## src/rtl/gioc_consts.vh

```
// Constants for the global I/O control register bank: indices, fields, resets and timing.
`ifndef GIOC_CONSTS_VH
`define GIOC_CONSTS_VH

// Register indices; the APB byte address is four times the index.
`define GIOC_IDX_SIO 10'h100
`define GIOC_IDX_OCLK 10'h103
`define GIOC_IDX_IBA 10'h104
`define GIOC_IDX_STAT 10'h108

// Register select codes returned by the address decode function.
`define GIOC_SEL_NONE 3'h0
`define GIOC_SEL_SIO 3'h1
`define GIOC_SEL_OCLK 3'h2
`define GIOC_SEL_IBA 3'h3
`define GIOC_SEL_STAT 3'h4

// Serial I/O control fields and reset value.
`define GIOC_SIO_PRE_SUPP 2
`define GIOC_SIO_AUTO_EDGE 1
`define GIOC_SIO_MAN_EDGE 0
`define GIOC_SIO_RESET 8'h42

// Output clock control fields and reset values.
`define GIOC_OCLK_RDY 7
`define GIOC_OCLK_SRC_HI 4
`define GIOC_OCLK_SRC_LO 2
`define GIOC_OCLK_EN 1
`define GIOC_OCLK_FREQ 0
`define GIOC_OCLK_SRC_RESET 3'h0
`define GIOC_OCLK_SRC_XTAL 3'h0
`define GIOC_OCLK_SRC_PORT5 3'h5
`define GIOC_OCLK_EN_RESET 1'h1
`define GIOC_OCLK_FREQ_RESET 1'h0

// In-band management control fields and reset values.
`define GIOC_IBA_EN 31
`define GIOC_IBA_MATCH 30
`define GIOC_IBA_RST 29
`define GIOC_IBA_QUE_HI 23
`define GIOC_IBA_QUE_LO 22
`define GIOC_IBA_PORT_HI 18
`define GIOC_IBA_PORT_LO 16
`define GIOC_IBA_TYPE_HI 15
`define GIOC_IBA_TYPE_LO 0
`define GIOC_IBA_QUE_RESET 2'h1
`define GIOC_IBA_PORT_RESET 3'h6
`define GIOC_IBA_TYPE_RESET 16'h40fe
`define GIOC_IBA_MAX_BYTES 16'h0140

// Status fields; each event flag is write-one-to-clear.
`define GIOC_STAT_OVERSIZE 0
`define GIOC_STAT_MISMATCH 1
`define GIOC_STAT_GOOD 2
`define GIOC_STAT_LAUNCH_RISE 3
`define GIOC_STAT_FAST_SCK 4

// Timing: pclk rate, serial clock speed limit and sync clock rates.
`define GIOC_PCLK_MHZ 250
`define GIOC_PCLK_NS 4
`define GIOC_FAST_SCK_NS 40
`define GIOC_FAST_SCK_CYC (`GIOC_FAST_SCK_NS / `GIOC_PCLK_NS)
`define GIOC_SYNC_SLOW_MHZ 25
`define GIOC_SYNC_FAST_MHZ 125
`define GIOC_SYNC_HALF_SLOW (`GIOC_PCLK_MHZ / (2 * `GIOC_SYNC_SLOW_MHZ))
`define GIOC_SYNC_HALF_FAST (`GIOC_PCLK_MHZ / (2 * `GIOC_SYNC_FAST_MHZ))
`define GIOC_STRAP_WAIT 2'h2

`endif

```

## src/rtl/gioc_regs.v

```verilog
// Global I/O control register bank with APB access, serial edge choice and in-band checks.
//
// The APB interface to the registers was chosen for this implementation.
`timescale 1ns/1ps
`default_nettype none
`include "gioc_consts.vh"

// How it works
// - A clear preamble-suppression bit makes the management link demand a preamble; set, it may be absent.
// - The preamble-suppression setting reaches only the MDIO/MDC link, never SPI or I2C access.
// - With automatic edge choice on, data out launches on the rising edge at 25 MHz or more, else falling.
// - With automatic edge choice off the manual edge bit decides, and while it is on that bit is ignored.
// - The manual edge bit picks the falling edge when 0, its reset value, and the rising edge when 1.
// - A read-only status bit shows whether the selected recovered clock is ready.
// - A three-bit field picks the sync clock source: 000 crystal, 001 to 101 ports 1 to 5, others reserved.
// - The sync clock pin drives only while enabled, and a frequency bit picks 25 MHz or 125 MHz.
// - The in-band enable bit takes its value after reset from the receive-valid strap pin.
// - With address matching on, in-band frames whose destination differs from the switch address are dropped.
// - Writing 1 to the in-band reset bit restarts the in-band state machine and the bit clears itself.
// - Each in-band response goes to the transmit priority queue held in a two-bit field, reset 01.
// - A three-bit field picks the in-band port: 000 to 011 ports 1 to 4, 110 port 5, the rest reserved.
// - In-band frames are recognised by a sixteen-bit EtherType field whose reset value is 0x40fe.
// - An in-band frame longer than 320 bytes is oversized: an error is flagged and no response is sent.
module gioc_regs (
  input wire pclk,
  input wire presetn,
  input wire psel,
  input wire penable,
  input wire pwrite,
  input wire [11:0] paddr,
  input wire [31:0] pwdata,
  output reg [31:0] prdata,
  output reg pready,
  output reg pslverr,
  input wire mgmt_miim_active,
  input wire serial_clock_pin,
  input wire receive_valid_strap_pin,
  input wire [4:0] recovered_clock_ready_in,
  input wire ib_frame_valid,
  input wire [15:0] ib_frame_ethertype,
  input wire [2:0] ib_frame_port,
  input wire [47:0] ib_frame_dest_mac,
  input wire [15:0] ib_frame_len,
  input wire [47:0] switch_mac,
  output reg miim_preamble_optional_r,
  output reg serial_launch_rising_r,
  output reg sync_clock_output,
  output reg sync_clock_output_oe,
  output reg [2:0] sync_clock_source,
  output reg in_band_access_enable,
  output reg in_band_access_reset,
  output reg ib_accept_r,
  output reg ib_discard_r,
  output reg ib_respond_r,
  output reg [1:0] ib_resp_queue_r,
  output reg [2:0] ib_port_r,
  output reg [15:0] ib_ethertype_r
);

  // In-band checking machine states.
  localparam [1:0] ST_IDLE = 2'b00;
  localparam [1:0] ST_CHECK = 2'b01;
  localparam [1:0] ST_DONE = 2'b10;

  reg [7:0] sio_r;
  reg [2:0] oclk_src_r;
  reg oclk_en_r;
  reg oclk_freq_r;
  reg iba_match_r;
  reg rec_ready_r;
  reg stat_oversize_r;
  reg stat_mismatch_r;
  reg stat_good_r;
  reg fast_sck_r;
  reg sck_d_r;
  reg [7:0] sck_cnt_r;
  reg [1:0] strap_cnt_r;
  reg strap_done_r;
  reg [2:0] div_cnt_r;
  reg [1:0] state_r;
  reg [1:0] state_nxt;
  reg [15:0] fr_type_r;
  reg [2:0] fr_port_r;
  reg [47:0] fr_mac_r;
  reg [15:0] fr_len_r;
  reg [31:0] rdata_nxt;
  reg rec_ready_nxt;
  wire sck_s;
  wire strap_s;
  wire [4:0] rec_ready_s;
  wire [2:0] sel;
  wire wr_en;
  wire sck_rise;
  wire [2:0] div_half;
  wire is_mgmt;
  wire mac_bad;
  wire too_long;

  // Map a word address onto a register; anything else is unmapped.
  function [2:0] reg_sel;
    input [11:0] addr;
    begin
      if (addr[1:0] != 2'b00) begin
        reg_sel = `GIOC_SEL_NONE;
      end else begin
        case (addr[11:2])
          `GIOC_IDX_SIO: reg_sel = `GIOC_SEL_SIO;
          `GIOC_IDX_OCLK: reg_sel = `GIOC_SEL_OCLK;
          `GIOC_IDX_IBA: reg_sel = `GIOC_SEL_IBA;
          `GIOC_IDX_STAT: reg_sel = `GIOC_SEL_STAT;
          default: reg_sel = `GIOC_SEL_NONE;
        endcase
      end
    end
  endfunction

  // Pins from outside the clock domain pass two flops before use.
  gioc_sync #(.WIDTH(7)) u_sync (
    .pclk(pclk),
    .presetn(presetn),
    .async_in({serial_clock_pin, receive_valid_strap_pin, recovered_clock_ready_in}),
    .sync_out({sck_s, strap_s, rec_ready_s})
  );

  assign sel = reg_sel(paddr);
  assign wr_en = psel & penable & pready & pwrite;

  // APB slave: the answer is prepared in setup, so every access phase lasts one cycle.
  always @(posedge pclk or negedge presetn) begin
    if (!presetn) begin
      pready <= 1'b0;
      pslverr <= 1'b0;
      prdata <= 32'h00000000;
    end else begin
      pready <= psel & ~penable;
      pslverr <= psel & ~penable & (reg_sel(paddr) == `GIOC_SEL_NONE);
      if (psel & ~penable & ~pwrite) begin
        prdata <= rdata_nxt;
      end
    end
  end

  // Read data; reserved bits and unmapped words read as zero.
  always @* begin
    rdata_nxt = 32'h00000000;
    case (sel)
      `GIOC_SEL_SIO: rdata_nxt[7:0] = sio_r;
      `GIOC_SEL_OCLK: begin
        rdata_nxt[`GIOC_OCLK_RDY] = rec_ready_r;
        rdata_nxt[`GIOC_OCLK_SRC_HI:`GIOC_OCLK_SRC_LO] = oclk_src_r;
        rdata_nxt[`GIOC_OCLK_EN] = oclk_en_r;
        rdata_nxt[`GIOC_OCLK_FREQ] = oclk_freq_r;
      end
      `GIOC_SEL_IBA: begin
        rdata_nxt[`GIOC_IBA_EN] = in_band_access_enable;
        rdata_nxt[`GIOC_IBA_MATCH] = iba_match_r;
        rdata_nxt[`GIOC_IBA_RST] = in_band_access_reset;
        rdata_nxt[`GIOC_IBA_QUE_HI:`GIOC_IBA_QUE_LO] = ib_resp_queue_r;
        rdata_nxt[`GIOC_IBA_PORT_HI:`GIOC_IBA_PORT_LO] = ib_port_r;
        rdata_nxt[`GIOC_IBA_TYPE_HI:`GIOC_IBA_TYPE_LO] = ib_ethertype_r;
      end
      `GIOC_SEL_STAT: begin
        rdata_nxt[`GIOC_STAT_OVERSIZE] = stat_oversize_r;
        rdata_nxt[`GIOC_STAT_MISMATCH] = stat_mismatch_r;
        rdata_nxt[`GIOC_STAT_GOOD] = stat_good_r;
        rdata_nxt[`GIOC_STAT_LAUNCH_RISE] = serial_launch_rising_r;
        rdata_nxt[`GIOC_STAT_FAST_SCK] = fast_sck_r;
      end
      default: rdata_nxt = 32'h00000000;
    endcase
  end

  // Writable configuration; reserved codes are stored as written and left to software.
  always @(posedge pclk or negedge presetn) begin
    if (!presetn) begin
      sio_r <= `GIOC_SIO_RESET;
      oclk_src_r <= `GIOC_OCLK_SRC_RESET;
      oclk_en_r <= `GIOC_OCLK_EN_RESET;
      oclk_freq_r <= `GIOC_OCLK_FREQ_RESET;
      iba_match_r <= 1'b0;
      ib_resp_queue_r <= `GIOC_IBA_QUE_RESET;
      ib_port_r <= `GIOC_IBA_PORT_RESET;
      ib_ethertype_r <= `GIOC_IBA_TYPE_RESET;
      in_band_access_reset <= 1'b0;
    end else begin
      in_band_access_reset <= 1'b0;
      if (wr_en && sel == `GIOC_SEL_SIO) begin
        sio_r <= pwdata[7:0];
      end
      if (wr_en && sel == `GIOC_SEL_OCLK) begin
        oclk_src_r <= pwdata[`GIOC_OCLK_SRC_HI:`GIOC_OCLK_SRC_LO];
        oclk_en_r <= pwdata[`GIOC_OCLK_EN];
        oclk_freq_r <= pwdata[`GIOC_OCLK_FREQ];
      end
      if (wr_en && sel == `GIOC_SEL_IBA) begin
        iba_match_r <= pwdata[`GIOC_IBA_MATCH];
        in_band_access_reset <= pwdata[`GIOC_IBA_RST];
        ib_resp_queue_r <= pwdata[`GIOC_IBA_QUE_HI:`GIOC_IBA_QUE_LO];
        ib_port_r <= pwdata[`GIOC_IBA_PORT_HI:`GIOC_IBA_PORT_LO];
        ib_ethertype_r <= pwdata[`GIOC_IBA_TYPE_HI:`GIOC_IBA_TYPE_LO];
      end
    end
  end

  // The enable bit loads from the strap once the synchroniser holds a settled pin level.
  always @(posedge pclk or negedge presetn) begin
    if (!presetn) begin
      strap_cnt_r <= 2'h0;
      strap_done_r <= 1'b0;
      in_band_access_enable <= 1'b0;
    end else if (!strap_done_r) begin
      if (strap_cnt_r == `GIOC_STRAP_WAIT) begin
        strap_done_r <= 1'b1;
        in_band_access_enable <= strap_s;
      end else begin
        strap_cnt_r <= strap_cnt_r + 2'h1;
      end
    end else if (wr_en && sel == `GIOC_SEL_IBA) begin
      in_band_access_enable <= pwdata[`GIOC_IBA_EN];
    end
  end

  // The preamble relief applies only while the management link is the active access path.
  always @(posedge pclk or negedge presetn) begin
    if (!presetn) begin
      miim_preamble_optional_r <= 1'b0;
    end else begin
      miim_preamble_optional_r <= sio_r[`GIOC_SIO_PRE_SUPP] & mgmt_miim_active;
    end
  end

  assign sck_rise = sck_s & ~sck_d_r;

  // Serial clock period is measured in pclk cycles between rising edges. Near 25 MHz the
  // sampling jitter of one cycle makes the decision approximate, as the limit itself is.
  always @(posedge pclk or negedge presetn) begin
    if (!presetn) begin
      sck_d_r <= 1'b0;
      sck_cnt_r <= 8'h00;
      fast_sck_r <= 1'b0;
    end else begin
      sck_d_r <= sck_s;
      if (sck_rise) begin
        sck_cnt_r <= 8'h00;
        fast_sck_r <= ({1'b0, sck_cnt_r} + 9'h001) <= `GIOC_FAST_SCK_CYC;
      end else if (sck_cnt_r != 8'hff) begin
        sck_cnt_r <= sck_cnt_r + 8'h01;
      end
    end
  end

  // Launch edge choice: automatic by speed, otherwise the manual bit.
  always @(posedge pclk or negedge presetn) begin
    if (!presetn) begin
      serial_launch_rising_r <= 1'b0;
    end else if (sio_r[`GIOC_SIO_AUTO_EDGE]) begin
      serial_launch_rising_r <= fast_sck_r;
    end else begin
      serial_launch_rising_r <= sio_r[`GIOC_SIO_MAN_EDGE];
    end
  end

  // Ready of the selected source; the crystal is taken as always ready.
  always @* begin
    if (oclk_src_r == `GIOC_OCLK_SRC_XTAL) begin
      rec_ready_nxt = 1'b1;
    end else if (oclk_src_r <= `GIOC_OCLK_SRC_PORT5) begin
      rec_ready_nxt = rec_ready_s[oclk_src_r - 3'h1];
    end else begin
      rec_ready_nxt = 1'b0;
    end
  end

  always @(posedge pclk or negedge presetn) begin
    if (!presetn) begin
      rec_ready_r <= 1'b0;
    end else begin
      rec_ready_r <= rec_ready_nxt;
    end
  end

  // Half periods of the sync clock in pclk cycles, cut on purpose to the divider width.
  localparam [31:0] HALF_FAST_W = `GIOC_SYNC_HALF_FAST;
  localparam [31:0] HALF_SLOW_W = `GIOC_SYNC_HALF_SLOW;

  assign div_half = oclk_freq_r ? HALF_FAST_W[2:0] : HALF_SLOW_W[2:0];

  // Sync clock divider from pclk; the selected source goes out to the clock mux.
  always @(posedge pclk or negedge presetn) begin
    if (!presetn) begin
      div_cnt_r <= 3'h0;
      sync_clock_output <= 1'b0;
      sync_clock_output_oe <= 1'b0;
      sync_clock_source <= `GIOC_OCLK_SRC_RESET;
    end else begin
      sync_clock_output_oe <= oclk_en_r;
      sync_clock_source <= oclk_src_r;
      if (!oclk_en_r) begin
        div_cnt_r <= 3'h0;
        sync_clock_output <= 1'b0;
      end else if (div_cnt_r >= div_half - 3'h1) begin
        div_cnt_r <= 3'h0;
        sync_clock_output <= ~sync_clock_output;
      end else begin
        div_cnt_r <= div_cnt_r + 3'h1;
      end
    end
  end

  assign is_mgmt = (fr_type_r == ib_ethertype_r) && (fr_port_r == ib_port_r);
  assign mac_bad = iba_match_r && (fr_mac_r != switch_mac);
  assign too_long = fr_len_r > `GIOC_IBA_MAX_BYTES;

  // In-band frame checking machine; a frame offered while busy is not taken.
  always @* begin
    state_nxt = state_r;
    case (state_r)
      ST_IDLE: begin
        if (ib_frame_valid && in_band_access_enable) begin
          state_nxt = ST_CHECK;
        end
      end
      ST_CHECK: state_nxt = ST_DONE;
      ST_DONE: state_nxt = ST_IDLE;
      default: state_nxt = ST_IDLE;
    endcase
  end

  always @(posedge pclk or negedge presetn) begin
    if (!presetn) begin
      state_r <= ST_IDLE;
      fr_type_r <= 16'h0000;
      fr_port_r <= 3'h0;
      fr_mac_r <= 48'h000000000000;
      fr_len_r <= 16'h0000;
      ib_accept_r <= 1'b0;
      ib_discard_r <= 1'b0;
      ib_respond_r <= 1'b0;
    end else if (in_band_access_reset) begin
      state_r <= ST_IDLE;
      ib_accept_r <= 1'b0;
      ib_discard_r <= 1'b0;
      ib_respond_r <= 1'b0;
    end else begin
      state_r <= state_nxt;
      ib_accept_r <= 1'b0;
      ib_discard_r <= 1'b0;
      ib_respond_r <= 1'b0;
      if (state_r == ST_IDLE && ib_frame_valid) begin
        fr_type_r <= ib_frame_ethertype;
        fr_port_r <= ib_frame_port;
        fr_mac_r <= ib_frame_dest_mac;
        fr_len_r <= ib_frame_len;
      end
      if (state_r == ST_CHECK && is_mgmt) begin
        ib_accept_r <= ~mac_bad & ~too_long;
        ib_discard_r <= mac_bad | too_long;
        ib_respond_r <= ~mac_bad & ~too_long;
      end
    end
  end

  // Sticky event flags: an event in the clearing cycle wins over the clear.
  always @(posedge pclk or negedge presetn) begin
    if (!presetn) begin
      stat_oversize_r <= 1'b0;
      stat_mismatch_r <= 1'b0;
      stat_good_r <= 1'b0;
    end else begin
      if (wr_en && sel == `GIOC_SEL_STAT) begin
        stat_oversize_r <= stat_oversize_r & ~pwdata[`GIOC_STAT_OVERSIZE];
        stat_mismatch_r <= stat_mismatch_r & ~pwdata[`GIOC_STAT_MISMATCH];
        stat_good_r <= stat_good_r & ~pwdata[`GIOC_STAT_GOOD];
      end
      if (state_r == ST_CHECK && is_mgmt && !in_band_access_reset) begin
        if (!mac_bad && too_long) begin
          stat_oversize_r <= 1'b1;
        end
        if (mac_bad) begin
          stat_mismatch_r <= 1'b1;
        end
        if (!mac_bad && !too_long) begin
          stat_good_r <= 1'b1;
        end
      end
    end
  end

endmodule

`default_nettype wire

```

## src/rtl/gioc_sync.v

```verilog
// Two-flop synchroniser bank for pins arriving from outside the pclk domain.
`timescale 1ns/1ps
`default_nettype none

module gioc_sync #(
  parameter WIDTH = 1
) (
  input wire pclk,
  input wire presetn,
  input wire [WIDTH-1:0] async_in,
  output wire [WIDTH-1:0] sync_out
);

  reg [WIDTH-1:0] meta_r;
  reg [WIDTH-1:0] sync_r;

  // The first stage feeds only the second stage, so metastability settles there.
  always @(posedge pclk or negedge presetn) begin
    if (!presetn) begin
      meta_r <= {WIDTH{1'b0}};
      sync_r <= {WIDTH{1'b0}};
    end else begin
      meta_r <= async_in;
      sync_r <= meta_r;
    end
  end

  assign sync_out = sync_r;

endmodule

`default_nettype wire
```

## config.mk

```make
export PLATFORM = sky130hd
export DESIGN_NAME = gioc_regs
export DESIGN_NICKNAME = d
export VERILOG_FILES = /design/src/rtl/gioc_regs.v /design/src/rtl/gioc_sync.v
export VERILOG_INCLUDE_DIRS = /design/src /design/src/rtl
export SDC_FILE = /design/constraint.sdc
export NUM_CORES = 1
export LEC_CHECK = 0
export ABC_AREA = 1
export BUFFER_PORTS_ARGS = -buffer_cell sky130_fd_sc_hd__clkbuf_2
export CELL_PAD_IN_SITES_DETAIL_PLACEMENT = 1
export CELL_PAD_IN_SITES_GLOBAL_PLACEMENT = 1
export CORE_MARGIN = 3
export CORE_UTILIZATION = 41
export DETAILED_ROUTE_END_ITERATION = 8
export GPL_TIMING_DRIVEN = 0
export MAX_ROUTING_LAYER = met4
export PLACE_DENSITY_LB_ADDON = 0.1
export REMOVE_ABC_BUFFERS = 1
export SLEW_MARGIN = 40
export SYNTH_ARGS = -nofsm -noshare
export SYNTH_HDL_FRONTEND = slang
export SYNTH_SLANG_ARGS = --single-unit
export TNS_END_PERCENT = 30
```

## constraint.sdc

```tcl
create_clock -name pclk -period 2.3 [get_ports pclk]
set_input_delay 0 -clock pclk [delete_from_list [all_inputs] [get_ports pclk]]
set_output_delay 0 -clock pclk [all_outputs]
set_load 0.005 [all_outputs]
```

==> impl_metrics.ini, run 1 <==
[synth]
synthArstFlopShare = 1.00
avgSynthCellArea_sq_um = 8.48
synth_enable_flop_cells = 0
yosys_warnings = 0
synth.distinct_cells = 39
netlist.area_leader.share = 0.507
synth_top_cell_by_area = dfrtp_1
synth_seq_cells = 191
seq_area_frac_synth = 0.549
yosysMostFrequentCell = nand2_1
yosys-top-cells-count = 442 x nand2_1, 177 x dfrtp_1, 68 x inv_1
syn-cell-area_sq_um = 8740
synth_area_leaders = dfrtp_1 51%, nand2_1 19%, xnor2_1 4.9%, dfstp_2 4.2%, o21ai_0 3.1%
synth_ff_type = dfrtp_1
synth_cells = 1031

[worst_setup_path]
crit_type = reg -> reg
endpoint_kind = register
startpoint_type = register
cpMostUsedCell = buf_4
cp_max_fo = 12
slowest_delay_ns = 0.42
crit_required_ns = 2.64
critPathSlowestCell = dfrtp_1
cp_cell_sequence = nor4_4, buf_4, buf_4, buf_4, buf_6, buf_4, buf_4, nand2_1, o21ai_0
critPathArrivalTime_ns = 2.47

[timing]
fin_crit_sh = 0.924
fin_crit_ns = 2.12
maxSlewViolCount = 0
tightestPinTransition_ns = 0.670
relSlewSlack = 0.553
final-setup-viol-count = 0
hold_viol_final = 0
fmaxAchievable_mhz = 471
skew_ns = 0.0142

[global_routing]
gr-usage-met1 = 0.295
grt_pass1_vias = 9257
grt_max_degree = 73
top_usage_layer = met2
grt_use_met2 = 0.456
antenna_found_initial = 1
grt_pass1_wl_microns = 47200
grt_util_all_layers = 0.259
grt_overflow = 0
grtUsageMet3 = 0.0546

[die]
dieWidth_microns = 152
rows = 52
die_h_microns = 152
boundaryPins = 256
initial_core_util = 0.425
core_sq_um = 20600
die_area_sq_um = 23100

[finish]
fin_nets = 1592
nFillCells = 2490
finalNonFillerCells = 1680
drive_gt1_frac = 0.230
syn_to_final_growth_pct = 38.7
fin_area_sq_um = 12100

[placement]
dp_cells = 1519
io_buffers = 239
gp_congestion = 0.838
placed_cell_area_sq_um = 10300
dp_hpwl_microns = 18400

[pwr]
leakage_nw = 6.29
cellPowerDensity_nw_per_um2 = 657
ir_drop_mv = 0.514

[clock_network]
cts_tree = done
insertion_delay_ns = 0.43
clkSinkCount = 191
cts_max_level = 4
clock-root-buffer = clkbuf_16
path_clk_slew_ns = 0.08
cts_buffers = 17
clk_path_buf_depth = 2

[flow_run]
maxCapViolations = 0

[detailed_routing]
ant_nets = 0
drc = 0
vias = 8177
drtIter0Drc = 325
avgRoutedWirePerCell_microns = 17.2
viasPerCell = 4.87
firstDrtPassIters = 4
routed_wl_microns = 28900

[hold_path]
hold_path_class = in -> async

[status]
status = complete, no violations
## per-layer routing
metal	wire length (microns)	up-vias
li1	-	3926
met1	11600	3985
met2	15200	213
met3	1480	53
met4	703	0
met5	0	-
## final timing paths
check | end | slack (ns) | depth (start not counted) | startpoint
worst min register to register | u_sync.sync_out[1] | 0.35 | 0 | u_sync.meta_r[1]
worst min-delay path | sync_clock_source[0] | 0.02 | 2 | presetn
max in group asynchronous | ib_port_r[2] | 1.37 | 4 | presetn
worst max-delay path | fr_mac_r[40] | 0.18 | 9 | state_r[1]
worst max register to register | fr_mac_r[40] | 0.18 | 9 | state_r[1]
min in group pclk | prdata[22] | 0.03 | 4 | pwrite
## sequential cells by signal (all words and copies together) (netlist names), 3 cells and up
signal	count
div_cnt_r	3
fr_len_r	16
fr_mac_r	48
fr_port_r	3
fr_type_r	16
ib_ethertype_r	16
ib_port_r	3
oclk_src_r	3
prdata	24
sck_cnt_r	8
sio_r	8
sync_clock_source	3
u_sync.meta_r	7
u_sync.sync_out	7
## power breakdown
group	total, mW	switching, mW	internal, mW	leakage [nW]
clock network	2.86	1.43	1.43	0.267
registers	3.83	0.193	3.64	2.40
logic	1.27	0.653	0.614	3.63
total	7.96	2.28	5.68	6.29
## critical path: cells and delay by family, from the launching register on
| kind | cells | cell delay [ns] |
|---|---|---|
| buf+inv | 6 | 1.17 |
| flops | 1 | 0.42 |
| compound gates | 1 | 0.11 |
| simple gates | 2 | 0.33 |
## cell families (layout without fill, tap and decap cells)
family / Yosys count / after routing / share of synthesized area
adders and majority gates: 7 / 7 / 0.0100
and+or+nand+nor: 574 / 574 / 0.270
muxes: 1 / 1 / 0.00129
xor gates and xnor gates: 59 / 59 / 0.0591
AOI/OAI and AO/OA: 84 / 84 / 0.0533
buffers and inverters: 114 / 485 / 0.0568
other: 1 / 9 / 0.000429
DFF: 191 / 191 / 0.549
## layout make-up
| cell class | instances | area (sq um) | share of cell area |
|---|---|---|---|
| Timing Repair Buffer | 378 | 2620 | 0.216 |
| Clock buffer | 19 | 433 | 0.0357 |
| Clock inverter | 13 | 126 | 0.0104 |
| Antenna cell | 1 | 2.50 | 0.000207 |
| Sequential cell | 191 | 4800 | 0.396 |
| Timing Repair inverter | 1 | 5.00 | 0.000413 |
| Inverter | 74 | 289 | 0.0239 |
| Tap cell | 270 | 338 | 0.0279 |
| Multi-Input combinational cell | 733 | 3500 | 0.289 |
## metrics by stage
| stage | hold slack (ns) | util | setup TNS [ns] | total power, mW | setup slack (ns) |
|---|---|---|---|---|---|
| 6_report | 0.0219 | 0.589 | 0 | 7.96 | 0.176 |
| 5_1_grt | 0.0395 | 0.589 | -0.000252 | 8.35 | -0.000252 |
| 4_1_cts | 0.00665 | 0.587 | 0 | 7.98 | 0.0220 |
| 3_5_place_dp | -0.0798 | 0.499 | -4.63 | 4.94 | -0.351 |
| 3_3_place_gp | 0.110 | 0.490 | -1170.96 | 4.88 | -8.46 |
| 2_1_floorplan | -0.296 | - | -303.15 | 4.47 | -3.83 |
## what timing repair did
action,in CTS,in global routing
hold endpoints to repair,277,0
buffers inserted,0,3
gates resized for setup,2,3
hold buffers,124,0
gates cloned,0,1
pin swaps,0,2
setup endpoints to repair,24,18
## layout by cell type, fill, tap and decap left out, drive strengths merged, types with 7 or more instances in the layout
master and instances:
a21oi 7, buf 15, clkbuf 258, clkinv 7
conb 8, dfrtp 177, dfstp 14, dlygate4sd3 124
ha 7, inv 77, nand2 447, nand3 45
nand4 17, nor2 59, o21ai 63, xnor2 49
xor2 10
Note: power is estimated with default switching activity, not from simulation.
==> run 2: changes to the inputs <==
--- a/config.mk
+++ b/config.mk
@@ -11,7 +11,7 @@
 export CELL_PAD_IN_SITES_DETAIL_PLACEMENT = 1
 export CELL_PAD_IN_SITES_GLOBAL_PLACEMENT = 1
 export CORE_MARGIN = 3
-export CORE_UTILIZATION = 41
+export CORE_UTILIZATION = 25
 export DETAILED_ROUTE_END_ITERATION = 8
 export GPL_TIMING_DRIVEN = 0
 export MAX_ROUTING_LAYER = met4
==> run 2 against run 1 <==
- routed wire length is 2.3% lower
- clock skew is 0.0013 ns lower
- register-to-register slack better by 0.17 ns
- design area is 2.3% higher
- cell count is 11% higher
- critical path depth stayed put
- first-iteration DRC count is 8.0% higher
- die area is 61% higher
- global-route usage is 9.9 points lower
- sequential share of layout area is 0.89 points lower
==> impl_metrics.ini, run 2 (synthesis gave the netlist of run 1 again) <==
[pwr]
leakage_nw = 6.35
p_int_mw = 5.97
combPwrFrac = 0.152
p_total_mw = 8.09
seqPwrFrac = 0.472
cellPowerDensity_nw_per_um2 = 653
switching_share = 0.262
p_switching_mw = 2.12
pwr-share-clk = 0.377
ir_drop_mv = 0.508

[placement]
io_buffers = 239
gp_congestion = 0.763
dp_cells = 1700
placed_cell_area_sq_um = 10500
dp_hpwl_microns = 20500

[worst_setup_path]
crit_type = in -> reg
endpoint_kind = register
critPathArrivalTime_ns = 2.29
rr_startpoint = pready
cpMostUsedCell = nand2_1
critical_path_depth = 9
cp_cell_sequence = clkbuf_2, nor2_2, nand3_4, inv_2, nand2_4, nand2_1, nand2_1, nand2_1, nand2_1
cp_max_fo = 29
r2r_cells = 7
cpLargestDelayFamily = simple AND/OR/NAND/NOR gates
cp-endpoint = in_band_access_enable
reg2reg_slack_ns = 0.35
critPathSlowestCell = nor2_2
cp_num_buf_inv = 2
crit_required_ns = 2.64
slowest_delay_ns = 0.57
startpoint_type = primary input
crit_start = paddr[1]
worst_r2r_endpoint = in_band_access_enable

[timing]
maxSlewViolCount = 0
relSlewSlack = 0.516
fin_crit_sh = 0.850
hold_viol_final = 0
final-setup-viol-count = 0
fin_crit_ns = 1.95
rsz0062_at_grt = false
setup_tns_ns = 0
tightestPinTransition_ns = 0.726
skew_ns = 0.0129
fmaxAchievable_mhz = 512

[detailed_routing]
wl_met2_microns = 13700
drc = 0
route.met3.wl_microns = 1490
ant_nets = 0
firstDrtPassIters = 4
viasPerCell = 4.17
wl_met1_microns = 12700
routed_wl_microns = 28200
vias = 7755
avgRoutedWirePerCell_microns = 15.2
maxUsedRoutingLayer = met4
drtIter0Drc = 351

[clock_network]
clock-root-buffer = clkbuf_16
cts_tree = done
cts_buffers = 17
clk_path_buf_depth = 2
path_clk_slew_ns = 0.07
cts_max_level = 4
clkSinkCount = 191
insertion_delay_ns = 0.44

[finish]
layout.cells.most_common = nand2_1
largest_register_ffs = 48
nFillCells = 4097
seq_area_sq_um = 4800
finalNonFillerCells = 1860
fin_nets = 1592
final_util = 0.365
syn_to_final_growth_pct = 41.8
reg.largest.list = fr_mac_r: 48 flops, prdata: 24 flops
regMostFlops = fr_mac_r
multiInputGateArea_sq_um = 3490
fin_area_sq_um = 12400
drive_gt1_frac = 0.228
final_cell_mix = 441 x nand2_1, 238 x clkbuf_2, 177 x dfrtp_1

[global_routing]
grt_util_all_layers = 0.160
grt_max_degree = 59
grt_pass1_vias = 8440
antenna_found_initial = 3
grt_pass1_wl_microns = 44800
grt_overflow = 0

[hold_path]
hold_path_class = in -> async

[die]
boundaryPins = 256
initial_core_util = 0.257
die_h_microns = 193
rows = 67
die_area_sq_um = 37200
dieWidth_microns = 193
core_sq_um = 34000

[flow_run]
maxCapViolations = 0

[status]
status = complete, no violations
[run 2: what timing repair did]
| item | in CTS | in global routing |
|---|---|---|
| endpoints found under the setup margin | 9 | 6 |
| pin swaps | 0 | 0 |
| resized for setup | 1 | 1 |
| hold buffers | 125 | 0 |
| endpoints found under the hold margin | 262 | 0 |
| setup buffers | 0 | 0 |
[run 2: layout make-up]
class / count / share of cell area
sequential: 191 / 0.387
multi-input combinational: 733 / 0.282
timing repair buffer: 379 / 0.215
tap: 448 / 0.0452
clock buffer: 21 / 0.0355
inverter: 74 / 0.0231
clock inverter: 11 / 0.0116
antenna: 3 / 0.000606
[run 2: layer usage]
metal | up-vias | track usage
met5 | - | -
met4 | 0 | 0.0420
met3 | 17 | 0.0400
met2 | 147 | 0.266
met1 | 3666 | 0.195
li1 | 3925 | -
[run 2: how the worst min path moves through the flow]
stage,cells past startpoint,endpoint,from,slack (ns)
after floorplan,0,div_cnt_r[0],presetn,-0.30
after global placement,1,u_sync.meta_r[6],serial_clock_pin,0.11
after detailed placement,1,u_sync.sync_out[2],presetn,-0.07
after CTS,2,u_sync.meta_r[3],presetn,0.02
after global routing,2,u_sync.meta_r[3],presetn,0.06
final,2,u_sync.meta_r[3],presetn,0.04
[run 2: per-stage QoR]
step | worst slack (ns) | hold WS, ns
6_report | 0.346 | 0.0366
3_3_place_gp | -9.45 | 0.111
3_5_place_dp | -0.417 | -0.0732
5_1_grt | 0.0953 | 0.0615
4_1_cts | 0.0226 | 0.0235
2_1_floorplan | -3.83 | -0.296
[run 2: power groups by stage]
stage | logic [mW] | registers, mW | clock network [mW]
2_1_floorplan | 0.627 | 3.84 | 0
3_3_place_gp | 1.05 | 3.88 | 0
3_5_place_dp | 1.08 | 3.89 | 0
4_1_cts | 1.26 | 3.82 | 3.20
5_1_grt | 1.42 | 3.86 | 3.31
6_report | 1.23 | 3.82 | 3.05
==> run 3: changes to the inputs <==
==> constraint.sdc (replaced) <==
create_clock -name pclk -period 1.9 [get_ports pclk]
set_input_delay 0 -clock pclk [delete_from_list [all_inputs] [get_ports pclk]]
set_output_delay 0 -clock pclk [all_outputs]
set_load 0.005 [all_outputs]
==> run 3 against run 2 <==
- sequential power grew 21%
- first-iteration DRC count shrank 11%
- global-route usage is the same
- routed wire length grew 0.22%
- design area grew 0.58%
- clock skew grew 0.0014 ns
- setup slack lost 0.15 ns
- total power grew 21%
- critical endpoint unchanged
- largest cell class unchanged
==> impl_metrics.ini, run 3 (synthesis gave the netlist of run 1 again) <==
[finish]
seq_area_sq_um = 4800
multiInputGateArea_sq_um = 3500
reg.largest.list = fr_mac_r: 48 flops, prdata: 24 flops
fin_nets = 1598
syn_to_final_growth_pct = 42.7
drive_gt1_frac = 0.233
fin_area_sq_um = 12500
final_util = 0.367
nFillCells = 4093
largest_register_ffs = 48
final_cell_mix = 440 x nand2_1, 238 x clkbuf_2, 176 x dfrtp_1
layout.cells.most_common = nand2_1
regMostFlops = fr_mac_r

[global_routing]
grt_overflow = 0
antenna_found_initial = 3
grt_pass1_wl_microns = 44800
grt_max_degree = 59
grt_pass1_vias = 8446
grt_util_all_layers = 0.160

[die]
rows = 67
die_area_sq_um = 37200
die_h_microns = 193
initial_core_util = 0.257
dieWidth_microns = 193
core_sq_um = 34000
boundaryPins = 256

[pwr]
seqPwrFrac = 0.471
ir_drop_mv = 0.615
cellPowerDensity_nw_per_um2 = 787
p_switching_mw = 2.57
leakage_nw = 6.38
switching_share = 0.262
pwr-share-clk = 0.376
p_int_mw = 7.24
combPwrFrac = 0.153

[worst_setup_path]
endpoint_kind = register
crit_required_ns = 2.24
cp_max_fo = 29
crit_type = in -> reg
startpoint_type = primary input
critPathArrivalTime_ns = 2.05

[detailed_routing]
viasPerCell = 4.19
vias = 7813
drc = 0
drtIter0Drc = 313
ant_nets = 0
routed_wl_microns = 28300
firstDrtPassIters = 4
avgRoutedWirePerCell_microns = 15.2

[flow_run]
maxCapViolations = 0

[clock_network]
path_clk_slew_ns = 0.07
insertion_delay_ns = 0.44
clk_path_buf_depth = 2
cts_tree = done
clkSinkCount = 191
cts_max_level = 4
clock-root-buffer = clkbuf_16
cts_buffers = 17

[placement]
gp_congestion = 0.763
dp_hpwl_microns = 20500
placed_cell_area_sq_um = 10500
dp_slack_ns = -0.817
io_buffers = 239

[status]
status = complete, no violations

[timing]
final-setup-viol-count = 0
fin_crit_ns = 1.71
hold_viol_final = 0
setup_tns_ns = 0
tightestPinTransition_ns = 0.723
rsz0062_at_grt = false
setup_ws_ns = 0.194
fin_crit_sh = 0.898
fmaxAchievable_mhz = 586
relSlewSlack = 0.517
maxSlewViolCount = 0
skew_ns = 0.0143

[hold_path]
hold_path_class = in -> async
run 3: metrics by stage:
step	hold slack [ns]	power, mW	instances
after global placement	0.111	5.97	1685
final	0.0367	9.81	1866
after floorplan	-0.296	5.41	998
after global routing	0.0615	10.4	1866
after detailed placement	-0.0732	6.01	1700
after CTS	0.0235	10.0	1858
run 3: final timing paths:
check / cells past startpoint / endpoint / slack, ns / start
max in group asynchronous: 4 / ib_port_r[1] / 0.94 / presetn
setup reg to reg: 7 / fr_type_r[4] / 0.21 / state_r[1]
setup / recovery: 9 / in_band_access_enable / 0.19 / paddr[1]
hold reg to reg: 0 / u_sync.sync_out[1] / 0.35 / u_sync.meta_r[1]
min in group pclk: 6 / stat_good_r / 0.10 / paddr[10]
hold / removal: 2 / u_sync.meta_r[3] / 0.04 / presetn
run 3: layout make-up:
class | count | area share
inverter | 74 | 0.0244
tap | 448 | 0.0450
sequential | 191 | 0.385
multi-input combinational | 733 | 0.281
timing repair buffer | 385 | 0.218
clock buffer | 21 | 0.0353
clock inverter | 11 | 0.0115
antenna | 3 | 0.000602
run 3: critical path, stage by stage:
cell,delay (ns)
clkbuf_2,0.09
nor2_2,0.57
nand3_4,0.43
inv_6,0.33
nand2_4,0.29
nand2_1,0.16
nand2_1,0.06
nand2_1,0.05
nand2_1,0.04
run 3: per-layer routing:
| metal | track usage | part of all wire |
|---|---|---|
| met2 | 0.265 | 0.49 |
| met3 | 0.0400 | 0.053 |
| met4 | 0.0420 | 0.012 |
| met1 | 0.195 | 0.45 |
| met5 | - | 0 |
run 3: timing repair:
action,4_1_cts,5_1_grt
setup endpoints to repair,78,72
setup buffers,0,5
hold buffers,126,0
pin swaps,2,1
endpoints found under the hold margin,262,0
resized for setup,6,4
run 3: power groups by stage:
stage          sequential [mW]  combinational [mW]  clock, mW
2_1_floorplan             4.65               0.759          0
3_3_place_gp              4.70                1.27          0
3_5_place_dp              4.70                1.31          0
4_1_cts                   4.63                1.53       3.87
5_1_grt                   4.67                1.73       4.01
6_report                  4.62                1.50       3.69
